[src/verilog/vdram_ctrl_pkg.sv]
package vdram_ctrl_pkg;

	// Array geometry.
	localparam int ROW_COUNT = 512;
	localparam int ADDR_W    = 9;
	localparam int DATA_W    = 8;

	// Refresh spacing: every row once per interval, spread evenly; rounded down.
	localparam int REFRESH_INTERVAL_MS = 8;
	localparam int CLK_PERIOD_NS       = 100;
	localparam int REFRESH_STEP_INT    =
		(REFRESH_INTERVAL_MS * 1000000) / (ROW_COUNT * CLK_PERIOD_NS);
	localparam logic [7:0] REFRESH_STEP_CYCLES = 8'(REFRESH_STEP_INT);

	// Last count of the column strobe low phase, so the strobe stays low four cycles; covers two synchroniser stages.
	localparam logic [1:0] CAS_LOW_CYCLES = 2'h3;

	// Reset values.
	localparam logic [ADDR_W-1:0] REFRESH_ROW_RESET = 9'h000;
	localparam logic [7:0]        REFRESH_TIMER_RESET = 8'h00;

	// Block fill ignores the two lowest column bits.
	localparam int BLOCK_COL_LSB = 2;

	// Operations a user may request.
	typedef enum logic [3:0] {
		OP_READ          = 4'h0,
		OP_WRITE         = 4'h1,
		OP_MASKED_WRITE  = 4'h2,
		OP_BLOCK_FILL    = 4'h3,
		OP_PLANE_BLOCK   = 4'h4,
		OP_LOAD_COLOR    = 4'h5,
		OP_FLASH_WRITE   = 4'h6,
		OP_ROW_TO_BUFFER = 4'h7,
		OP_BUFFER_TO_ROW = 4'h8
	} op_t;

	// One user request.
	typedef struct packed {
		op_t               op;
		logic [ADDR_W-1:0] row;
		logic [ADDR_W-1:0] col;
		logic [DATA_W-1:0] data;     // Write data, colour, or column enables in [3:0].
		logic [DATA_W-1:0] mask;     // Plane mask, one bit per plane.
		logic              keepOpen; // Leave the row open for page accesses.
	} cmd_t;

	// Levels driven onto the device pins.
	typedef struct packed {
		logic              rasN;
		logic              casN;
		logic              xferOutenN;
		logic              writeMaskWeN;
		logic              specialFunctionSelect;
		logic              shiftClock;
		logic [ADDR_W-1:0] addr;
		logic [DATA_W-1:0] dqOut;
		logic              dqOe;
	} pins_t;

	typedef enum logic [2:0] {
		ST_IDLE      = 3'h0,
		ST_RAS_SET   = 3'h1,
		ST_RAS_ACT   = 3'h2,
		ST_COL_SET   = 3'h3,
		ST_CAS_ACT   = 3'h4,
		ST_CAS_END   = 3'h5,
		ST_PAGE_OPEN = 3'h6,
		ST_PRECHARGE = 3'h7
	} fsm_t;

endpackage
[src/verilog/vdram_ctrl.sv]
// How it works
// - Row held open lets further column cycles of any page kind follow.
// - Plane-masked block fill re-supplies mask at every row strobe fall.
// - Flash needs a prior colour load and fresh mask each time.
// - All 512 rows refreshed within every 8 ms, here distributed.
// - Row-only refresh strobes a row with column strobe kept high.
// - Row-to-buffer completion edge aligned with a shift clock rise.
`timescale 1ns/1ps
module vdram_ctrl
	import vdram_ctrl_pkg::*;
(
	// Clock and reset.
	input  wire logic              clk_sys,
	input  wire logic              resetn,
	// User request port.
	input  wire logic              cmdValid,
	input  wire cmd_t              cmd,
	output logic                   cmdReady,
	// User answer port.
	output logic                   rspValid,
	output logic                   rspRefused,
	output logic [DATA_W-1:0]      rspData,
	output logic                   halfFlag,
	// Device pins.
	output logic                   rasN,
	output logic                   casN,
	output logic                   xferOutenN,
	output logic                   writeMaskWeN,
	output logic                   specialFunctionSelect,
	output logic                   shiftClock,
	output logic [ADDR_W-1:0]      addr,
	output logic [DATA_W-1:0]      dqOut,
	output logic                   dqOe,
	input  wire logic [DATA_W-1:0] dqIn,
	input  wire logic              activeHalfFlag
);

	typedef struct packed {
		fsm_t              fsm;
		pins_t             pins;
		cmd_t              cur;
		logic              isRefresh;
		logic [1:0]        cnt;
		logic [7:0]        refTimer;
		logic              refPending;
		logic [ADDR_W-1:0] refRow;
		logic              colorLoaded;
		logic              cmdReady;
		logic              rspValid;
		logic              rspRefused;
		logic [DATA_W-1:0] rspData;
		logic [DATA_W-1:0] dqSync1;
		logic [DATA_W-1:0] dqSync2;
		logic              halfSync1;
		logic              halfSync2;
		logic              halfFlag;
	} state_t;

	state_t s;
	state_t next_s;

	// Ops that need the colour register already loaded.
	function automatic logic needsColor(input op_t op);
		needsColor = (op == OP_BLOCK_FILL) || (op == OP_PLANE_BLOCK) || (op == OP_FLASH_WRITE);
	endfunction

	// Ops that may run as further column cycles of an open row.
	function automatic logic pageOp(input op_t op);
		pageOp = (op == OP_READ) || (op == OP_WRITE) || (op == OP_MASKED_WRITE)
			|| (op == OP_BLOCK_FILL) || (op == OP_PLANE_BLOCK);
	endfunction

	// Next-state logic for the whole controller.
	always_comb begin
		next_s = s;
		next_s.rspValid = 1'b0;
		next_s.pins.shiftClock = 1'b0;
		// Pin inputs cross into the clock domain through two stages.
		next_s.dqSync1 = dqIn;
		next_s.dqSync2 = s.dqSync1;
		next_s.halfSync1 = activeHalfFlag;
		next_s.halfSync2 = s.halfSync1;
		next_s.halfFlag = s.halfSync2;

		case (s.fsm)
			ST_IDLE: begin
				if (s.cmdReady && cmdValid) begin
					next_s.cur = cmd;
					next_s.isRefresh = 1'b0;
					if (needsColor(cmd.op) && !s.colorLoaded) begin
						next_s.rspValid = 1'b1;
						next_s.rspRefused = 1'b1;
					end else begin
						next_s.rspRefused = 1'b0;
						next_s.fsm = ST_RAS_SET;
					end
				end else if (s.refPending) begin
					next_s.isRefresh = 1'b1;
					next_s.refPending = 1'b0;
					next_s.fsm = ST_RAS_SET;
				end
			end
			ST_RAS_SET: begin
				// Levels set here are stable one cycle before the row strobe falls.
				next_s.pins.casN = 1'b1;
				next_s.pins.xferOutenN = 1'b1;
				next_s.pins.writeMaskWeN = 1'b1;
				next_s.pins.specialFunctionSelect = 1'b0;
				next_s.pins.dqOe = 1'b0;
				next_s.pins.dqOut = s.cur.mask;
				if (s.isRefresh) begin
					next_s.pins.addr = s.refRow;
				end else begin
					next_s.pins.addr = s.cur.row;
					case (s.cur.op)
						OP_MASKED_WRITE, OP_PLANE_BLOCK: begin
							next_s.pins.writeMaskWeN = 1'b0;
							next_s.pins.dqOe = 1'b1;
						end
						OP_LOAD_COLOR: begin
							next_s.pins.specialFunctionSelect = 1'b1;
						end
						OP_FLASH_WRITE: begin
							next_s.pins.writeMaskWeN = 1'b0;
							next_s.pins.specialFunctionSelect = 1'b1;
							next_s.pins.dqOe = 1'b1;
						end
						OP_ROW_TO_BUFFER: begin
							next_s.pins.xferOutenN = 1'b0;
						end
						OP_BUFFER_TO_ROW: begin
							next_s.pins.xferOutenN = 1'b0;
							next_s.pins.writeMaskWeN = 1'b0;
							next_s.pins.dqOe = 1'b1;
						end
						default: begin
						end
					endcase
				end
				next_s.fsm = ST_RAS_ACT;
			end
			ST_RAS_ACT: begin
				next_s.pins.rasN = 1'b0;
				next_s.fsm = s.isRefresh ? ST_CAS_END : ST_COL_SET;
			end
			ST_COL_SET: begin
				// Early write: write enable drops before the column strobe.
				next_s.pins.addr = s.cur.col;
				next_s.pins.dqOut = s.cur.data;
				next_s.pins.dqOe = 1'b0;
				next_s.pins.specialFunctionSelect = 1'b0;
				next_s.cnt = 2'h0;
				case (s.cur.op)
					OP_READ: begin
						next_s.pins.xferOutenN = 1'b0;
					end
					OP_WRITE, OP_MASKED_WRITE, OP_LOAD_COLOR: begin
						next_s.pins.writeMaskWeN = 1'b0;
						next_s.pins.dqOe = 1'b1;
					end
					OP_BLOCK_FILL, OP_PLANE_BLOCK: begin
						next_s.pins.specialFunctionSelect = 1'b1;
						next_s.pins.writeMaskWeN = 1'b0;
						next_s.pins.dqOe = 1'b1;
						next_s.pins.addr[BLOCK_COL_LSB-1:0] = 2'h0;
					end
					default: begin
					end
				endcase
				next_s.fsm = ST_CAS_ACT;
			end
			ST_CAS_ACT: begin
				next_s.pins.casN = 1'b0;
				next_s.cnt = s.cnt + 2'h1;
				if (s.cnt == CAS_LOW_CYCLES) begin
					next_s.rspValid = 1'b1;
					next_s.rspData = s.dqSync2;
					next_s.fsm = ST_CAS_END;
				end
			end
			ST_CAS_END: begin
				next_s.pins.casN = 1'b1;
				next_s.pins.writeMaskWeN = 1'b1;
				next_s.pins.specialFunctionSelect = 1'b0;
				next_s.pins.dqOe = 1'b0;
				next_s.pins.xferOutenN = 1'b1;
				next_s.pins.shiftClock = !s.isRefresh && (s.cur.op == OP_ROW_TO_BUFFER);
				if (!s.isRefresh && (s.cur.op == OP_LOAD_COLOR)) begin
					next_s.colorLoaded = 1'b1;
				end
				if (s.isRefresh) begin
					next_s.refRow = s.refRow + 9'h001;
				end
				if (!s.isRefresh && s.cur.keepOpen && pageOp(s.cur.op) && !s.refPending) begin
					next_s.fsm = ST_PAGE_OPEN;
				end else begin
					next_s.pins.rasN = 1'b1;
					next_s.fsm = ST_PRECHARGE;
				end
			end
			ST_PAGE_OPEN: begin
				if (s.cmdReady && cmdValid) begin
					if (!pageOp(cmd.op) || (needsColor(cmd.op) && !s.colorLoaded)) begin
						next_s.rspValid = 1'b1;
						next_s.rspRefused = 1'b1;
					end else begin
						next_s.cur = cmd;
						next_s.cur.row = s.cur.row;
						next_s.rspRefused = 1'b0;
						next_s.fsm = ST_COL_SET;
					end
				end else if (s.refPending) begin
					// A due refresh closes the page so rows are not starved.
					next_s.pins.rasN = 1'b1;
					next_s.fsm = ST_PRECHARGE;
				end
			end
			ST_PRECHARGE: begin
				next_s.fsm = ST_IDLE;
			end
			default: begin
				next_s.fsm = ST_IDLE;
			end
		endcase

		if (s.refTimer == REFRESH_STEP_CYCLES - 8'h01) begin
			next_s.refTimer = 8'h00;
			next_s.refPending = 1'b1;
		end else begin
			next_s.refTimer = s.refTimer + 8'h01;
		end

		// Ready is registered, so it is worked out from the next state.
		next_s.cmdReady = ((next_s.fsm == ST_IDLE) || (next_s.fsm == ST_PAGE_OPEN))
			&& !next_s.refPending;
	end

	// State register with synchronous reset.
	always_ff @(posedge clk_sys) begin
		if (!resetn) begin
			s <= '0;
			s.fsm <= ST_IDLE;
			s.pins.rasN <= 1'b1;
			s.pins.casN <= 1'b1;
			s.pins.xferOutenN <= 1'b1;
			s.pins.writeMaskWeN <= 1'b1;
			s.refRow <= REFRESH_ROW_RESET;
			s.refTimer <= REFRESH_TIMER_RESET;
		end else begin
			s <= next_s;
		end
	end

	// Outputs straight from the state register.
	assign cmdReady              = s.cmdReady;
	assign rspValid              = s.rspValid;
	assign rspRefused            = s.rspRefused;
	assign rspData               = s.rspData;
	assign halfFlag              = s.halfFlag;
	assign rasN                  = s.pins.rasN;
	assign casN                  = s.pins.casN;
	assign xferOutenN            = s.pins.xferOutenN;
	assign writeMaskWeN          = s.pins.writeMaskWeN;
	assign specialFunctionSelect = s.pins.specialFunctionSelect;
	assign shiftClock            = s.pins.shiftClock;
	assign addr                  = s.pins.addr;
	assign dqOut                 = s.pins.dqOut;
	assign dqOe                  = s.pins.dqOe;

endmodule

[config.mk]
export PLATFORM = sky130hd
export DESIGN_NAME = vdram_ctrl
export DESIGN_NICKNAME = d
export VERILOG_FILES = /design/src/verilog/vdram_ctrl_pkg.sv /design/src/verilog/vdram_ctrl.sv
export SDC_FILE = /design/constraint.sdc
export NUM_CORES = 1
export LEC_CHECK = 0
export BUFFER_PORTS_ARGS = -buffer_cell sky130_fd_sc_hd__buf_4
export CORE_ASPECT_RATIO = 0.6
export CORE_MARGIN = 1
export CORE_UTILIZATION = 50
export DETAILED_ROUTE_END_ITERATION = 8
export HOLD_SLACK_MARGIN = 0.15
export PLACE_DENSITY = 0.7
export SYNTH_ARGS = -nofsm -noshare
export SYNTH_HDL_FRONTEND = slang
export SYNTH_SLANG_ARGS = --single-unit
[constraint.sdc]
create_clock -name clk_sys -period 1.89 [get_ports clk_sys]
set_input_delay 0 -clock clk_sys [delete_from_list [all_inputs] [get_ports clk_sys]]
set_output_delay 0 -clock clk_sys [all_outputs]
set_load 0.005 [all_outputs]
==> impl_metrics.py <==
metrics = {
    "status": {
        "status": "finished clean",
    },
    "cts": {
        "cts_root_buf": "clkbuf_16",
        "cts.clk_slew.worst_paths_ns": 0.05,
        "clock_sinks": 118,
        "htree_levels": 4,
        "insertion_delay_ns": 0.41,
        "ctsLongestPathBuffers": 2,
        "cts_setup_buffers": 0,
        "cts_tree": "done",
        "tritoncts.num_buffers": 17,
    },
    "placement": {
        "place_ws_ns": 0.0788,
        "io_buffers": 86,
        "dpl.hpwl_microns": 8130,
        "globalplace.congestion": 0.909,
        "dp.cells": 752,
        "placed_area_sq_mm": 0.00560,
    },
    "finish": {
        "final_area_sq_mm": 0.00677,
        "area_delta_synth_final_pct": 35.7,
        "drive_gt1_share_pct": 20.0,
        "final_cells": 840,
        "num-nets-final": 755,
        "fillers": 720,
        "final_core_utilization_pct": 71.8,
        "regArea_sq_mm": 0.00236,
        "multi_input_area_sq_mm": 0.00226,
        "diodes": 0,
    },
    "setup_path": {
        "cpMaxStageDelayCell": "dfxtp_1",
        "critPathLaunchType": "flop",
        "r2r-end": "s[36]",
        "crit_path_end_kind": "flop",
        "crit_cells": 5,
        "ff2ff_path_depth": 5,
        "critPathRequiredTime_ns": 2.23,
        "critical_path_arrival_ns": 2.09,
        "timing.rr.start": "s[116]",
        "critPathLaunch": "s[116]",
        "crit_fanout": 7,
        "critPathKind": "reg2reg",
        "cpLargestDelayFamily": "simple AND/OR/NAND/NOR gates",
        "r2r_slack_ns": 0.14,
        "crit_chain": "buf_4 > and4b_1 > nand4_1 > or3_1 > a21oi_1",
        "path_buf_inv": 1,
        "cp-endpoint": "s[36]",
        "slowest_delay_ns": 0.38,
    },
    "detailed_routing": {
        "postRouteWirelength_microns": 13100,
        "viasPerCell": 5.42,
        "ant_nets": 0,
        "drc": 0,
        "first_pass_iters": 5,
        "vias": 4556,
        "drt_iter0_drc": 384,
        "wl_per_cell_microns": 15.6,
    },
    "synth": {
        "synth_cells": 583,
        "syn_area_per_cell_sq_um": 8.56,
        "ys.flop_type": "dfxtp_1",
        "synth_cell_type_count": 55,
        "synth.top_cell.area_share_pct": 47.3,
        "synth_fp_nets": 637,
        "synth_edf_count": 0,
        "ys_seq_area_share_pct": 47.3,
        "postSynth.asyncResetShare_pct": 0,
        "synth.area.top_cells": "dfxtp_1, nand2_1, mux2i_1",
        "synth_top_cells_by_count": "dfxtp_1, nand2_1, nor2_1, o21ai_0, nand3_1",
        "yosysWarnings": 0,
        "yosys_register_bits": 118,
        "yosysMostFrequentCell": "dfxtp_1",
        "netlist_area_sq_mm": 0.00499,
        "yosys.area.top_type": "dfxtp_1",
    },
    "global_routing": {
        "grt_start_max_net_pins": 54,
        "grt_usage_pct": 27.1,
        "grt_first_pass_wirelength_microns": 21100,
        "grt_pass1_vias": 4345,
        "overflow": 0,
        "antenna_found_initial": 0,
    },
    "die": {
        "core_sq_mm": 0.00943,
        "initial_core_util_pct": 53.0,
        "io-pin-count": 87,
        "die_h_microns": 79.4,
        "rows": 27,
        "dieArea_sq_mm": 0.0104,
        "die_w_microns": 131,
    },
    "timing": {
        "setup_slack_ns": 0.136,
        "finalHoldViolations": 0,
        "grt_setup_unrepaired": "false",
        "final.setup_skew_ns": 0.00413,
        "fin_crit_ns": 1.75,
        "tns_ns": 0,
        "min_period_over_period_pct": 92.8,
        "max_freq_mhz": 570,
        "hold_slack_ns": 0.396,
        "slew_headroom_pct": 63.4,
        "slew_viol_final": 0,
        "setup_viol": 0,
        "tightestPinTransition_ns": 0.549,
    },
    "min_path": {
        "hold_path_class": "in2reg",
        "whs_path_depth": 4,
        "hold_start": "cmd[24]",
    },
    "power_and_ir_drop": {
        "finalPower_mw": 6.77,
        "p_leak_nw": 2.71,
        "peakVddDrop_uv": 682,
        "p_per_area_mw_per_mm2": 999,
    },
    "flow_run": {
        "maxCapViolations": 0,
    },
}
-- registers in the layout, summed over array words and instances, names as in the netlist, 8 cells and up --
| register | cells |
|---|---|
| addr | 9 |
| s | 72 |
| next_s | 10 |
| rspData | 8 |
| dqOut | 8 |
-- kinds of logic (layout without fill, tap and decap cells) --
family / Yosys count / after routing / synth area share (%)
compound gates: 117 / 117 / 14.6
xor+xnor: 13 / 13 / 2.28
fa+ha+maj: 3 / 3 / 0.752
buf+inv: 71 / 198 / 7.82
flops: 118 / 118 / 47.3
mux: 27 / 27 / 5.49
simple gates: 234 / 234 / 21.7
-- power by group --
group | total (mW) | internal [mW] | switching, mW
registers | 2.79 | 2.66 | 0.130
logic | 0.972 | 0.460 | 0.512
clock network | 3.01 | 1.98 | 1.03
-- layout make-up --
| type | instances | area share [%] |
|---|---|---|
| Sequential cell | 118 | 34.9 |
| Clock inverter | 4 | 0.665 |
| Clock buffer | 24 | 7.56 |
| Tap cell | 130 | 2.40 |
| Inverter | 6 | 0.333 |
| Timing Repair Buffer | 164 | 20.8 |
| Multi-Input combinational cell | 394 | 33.4 |
-- layout by cell type, fill, tap and decap left out, drive strengths merged, types with 2 or more instances in the layout --
| master | count |
|---|---|
| clkbuf | 24 |
| or3 | 3 |
| nor2b | 2 |
| inv | 6 |
| nand3 | 36 |
| a211oi | 11 |
| dlygate4sd3 | 60 |
| a21o | 3 |
| nor2 | 52 |
| nand3b | 5 |
| nand4 | 2 |
| a41oi | 2 |
| a21oi | 33 |
| o21ai | 40 |
| nand2 | 87 |
| a222oi | 2 |
| o211ai | 9 |
| dfxtp | 118 |
| xnor2 | 4 |
| nand2b | 4 |
| and3 | 4 |
| a311oi | 2 |
| buf | 104 |
| xor2 | 9 |
| mux2i | 24 |
| o31ai | 3 |
| clkinv | 3 |
| and2 | 20 |
| o31a | 2 |
| ha | 3 |
| a2111oi | 2 |
| mux2 | 3 |
| nor3 | 12 |
-- repair_timing --
item,CTS,global route
endpoints found under the setup margin,0,17
hold buffers,60,0
hold endpoints to repair,71,0
resized for setup,0,2
-- how the worst min path moves through the flow --
stage                      end
CTS                      s[76]
finish                   s[76]
global placement     next_s[8]
detailed placement   next_s[6]
global route             s[78]
floorplan           next_s[10]
-- layer usage --
metal  up-vias  wire (microns)  global-route usage, %
li1       2215               -                      -
met1      2144            5840                   34.8
met2       170            6160                   43.2
met3        27             789                   6.43
met4         0             295                   12.1
met5         -               0                      0
-- tightest hold or removal path, cell delays in order --
cell           delay, ns
dlygate4sd3_1       0.53
buf_4               0.10
nand2_1             0.04
o21ai_1             0.10
Power figures use the tool's default switching activity.
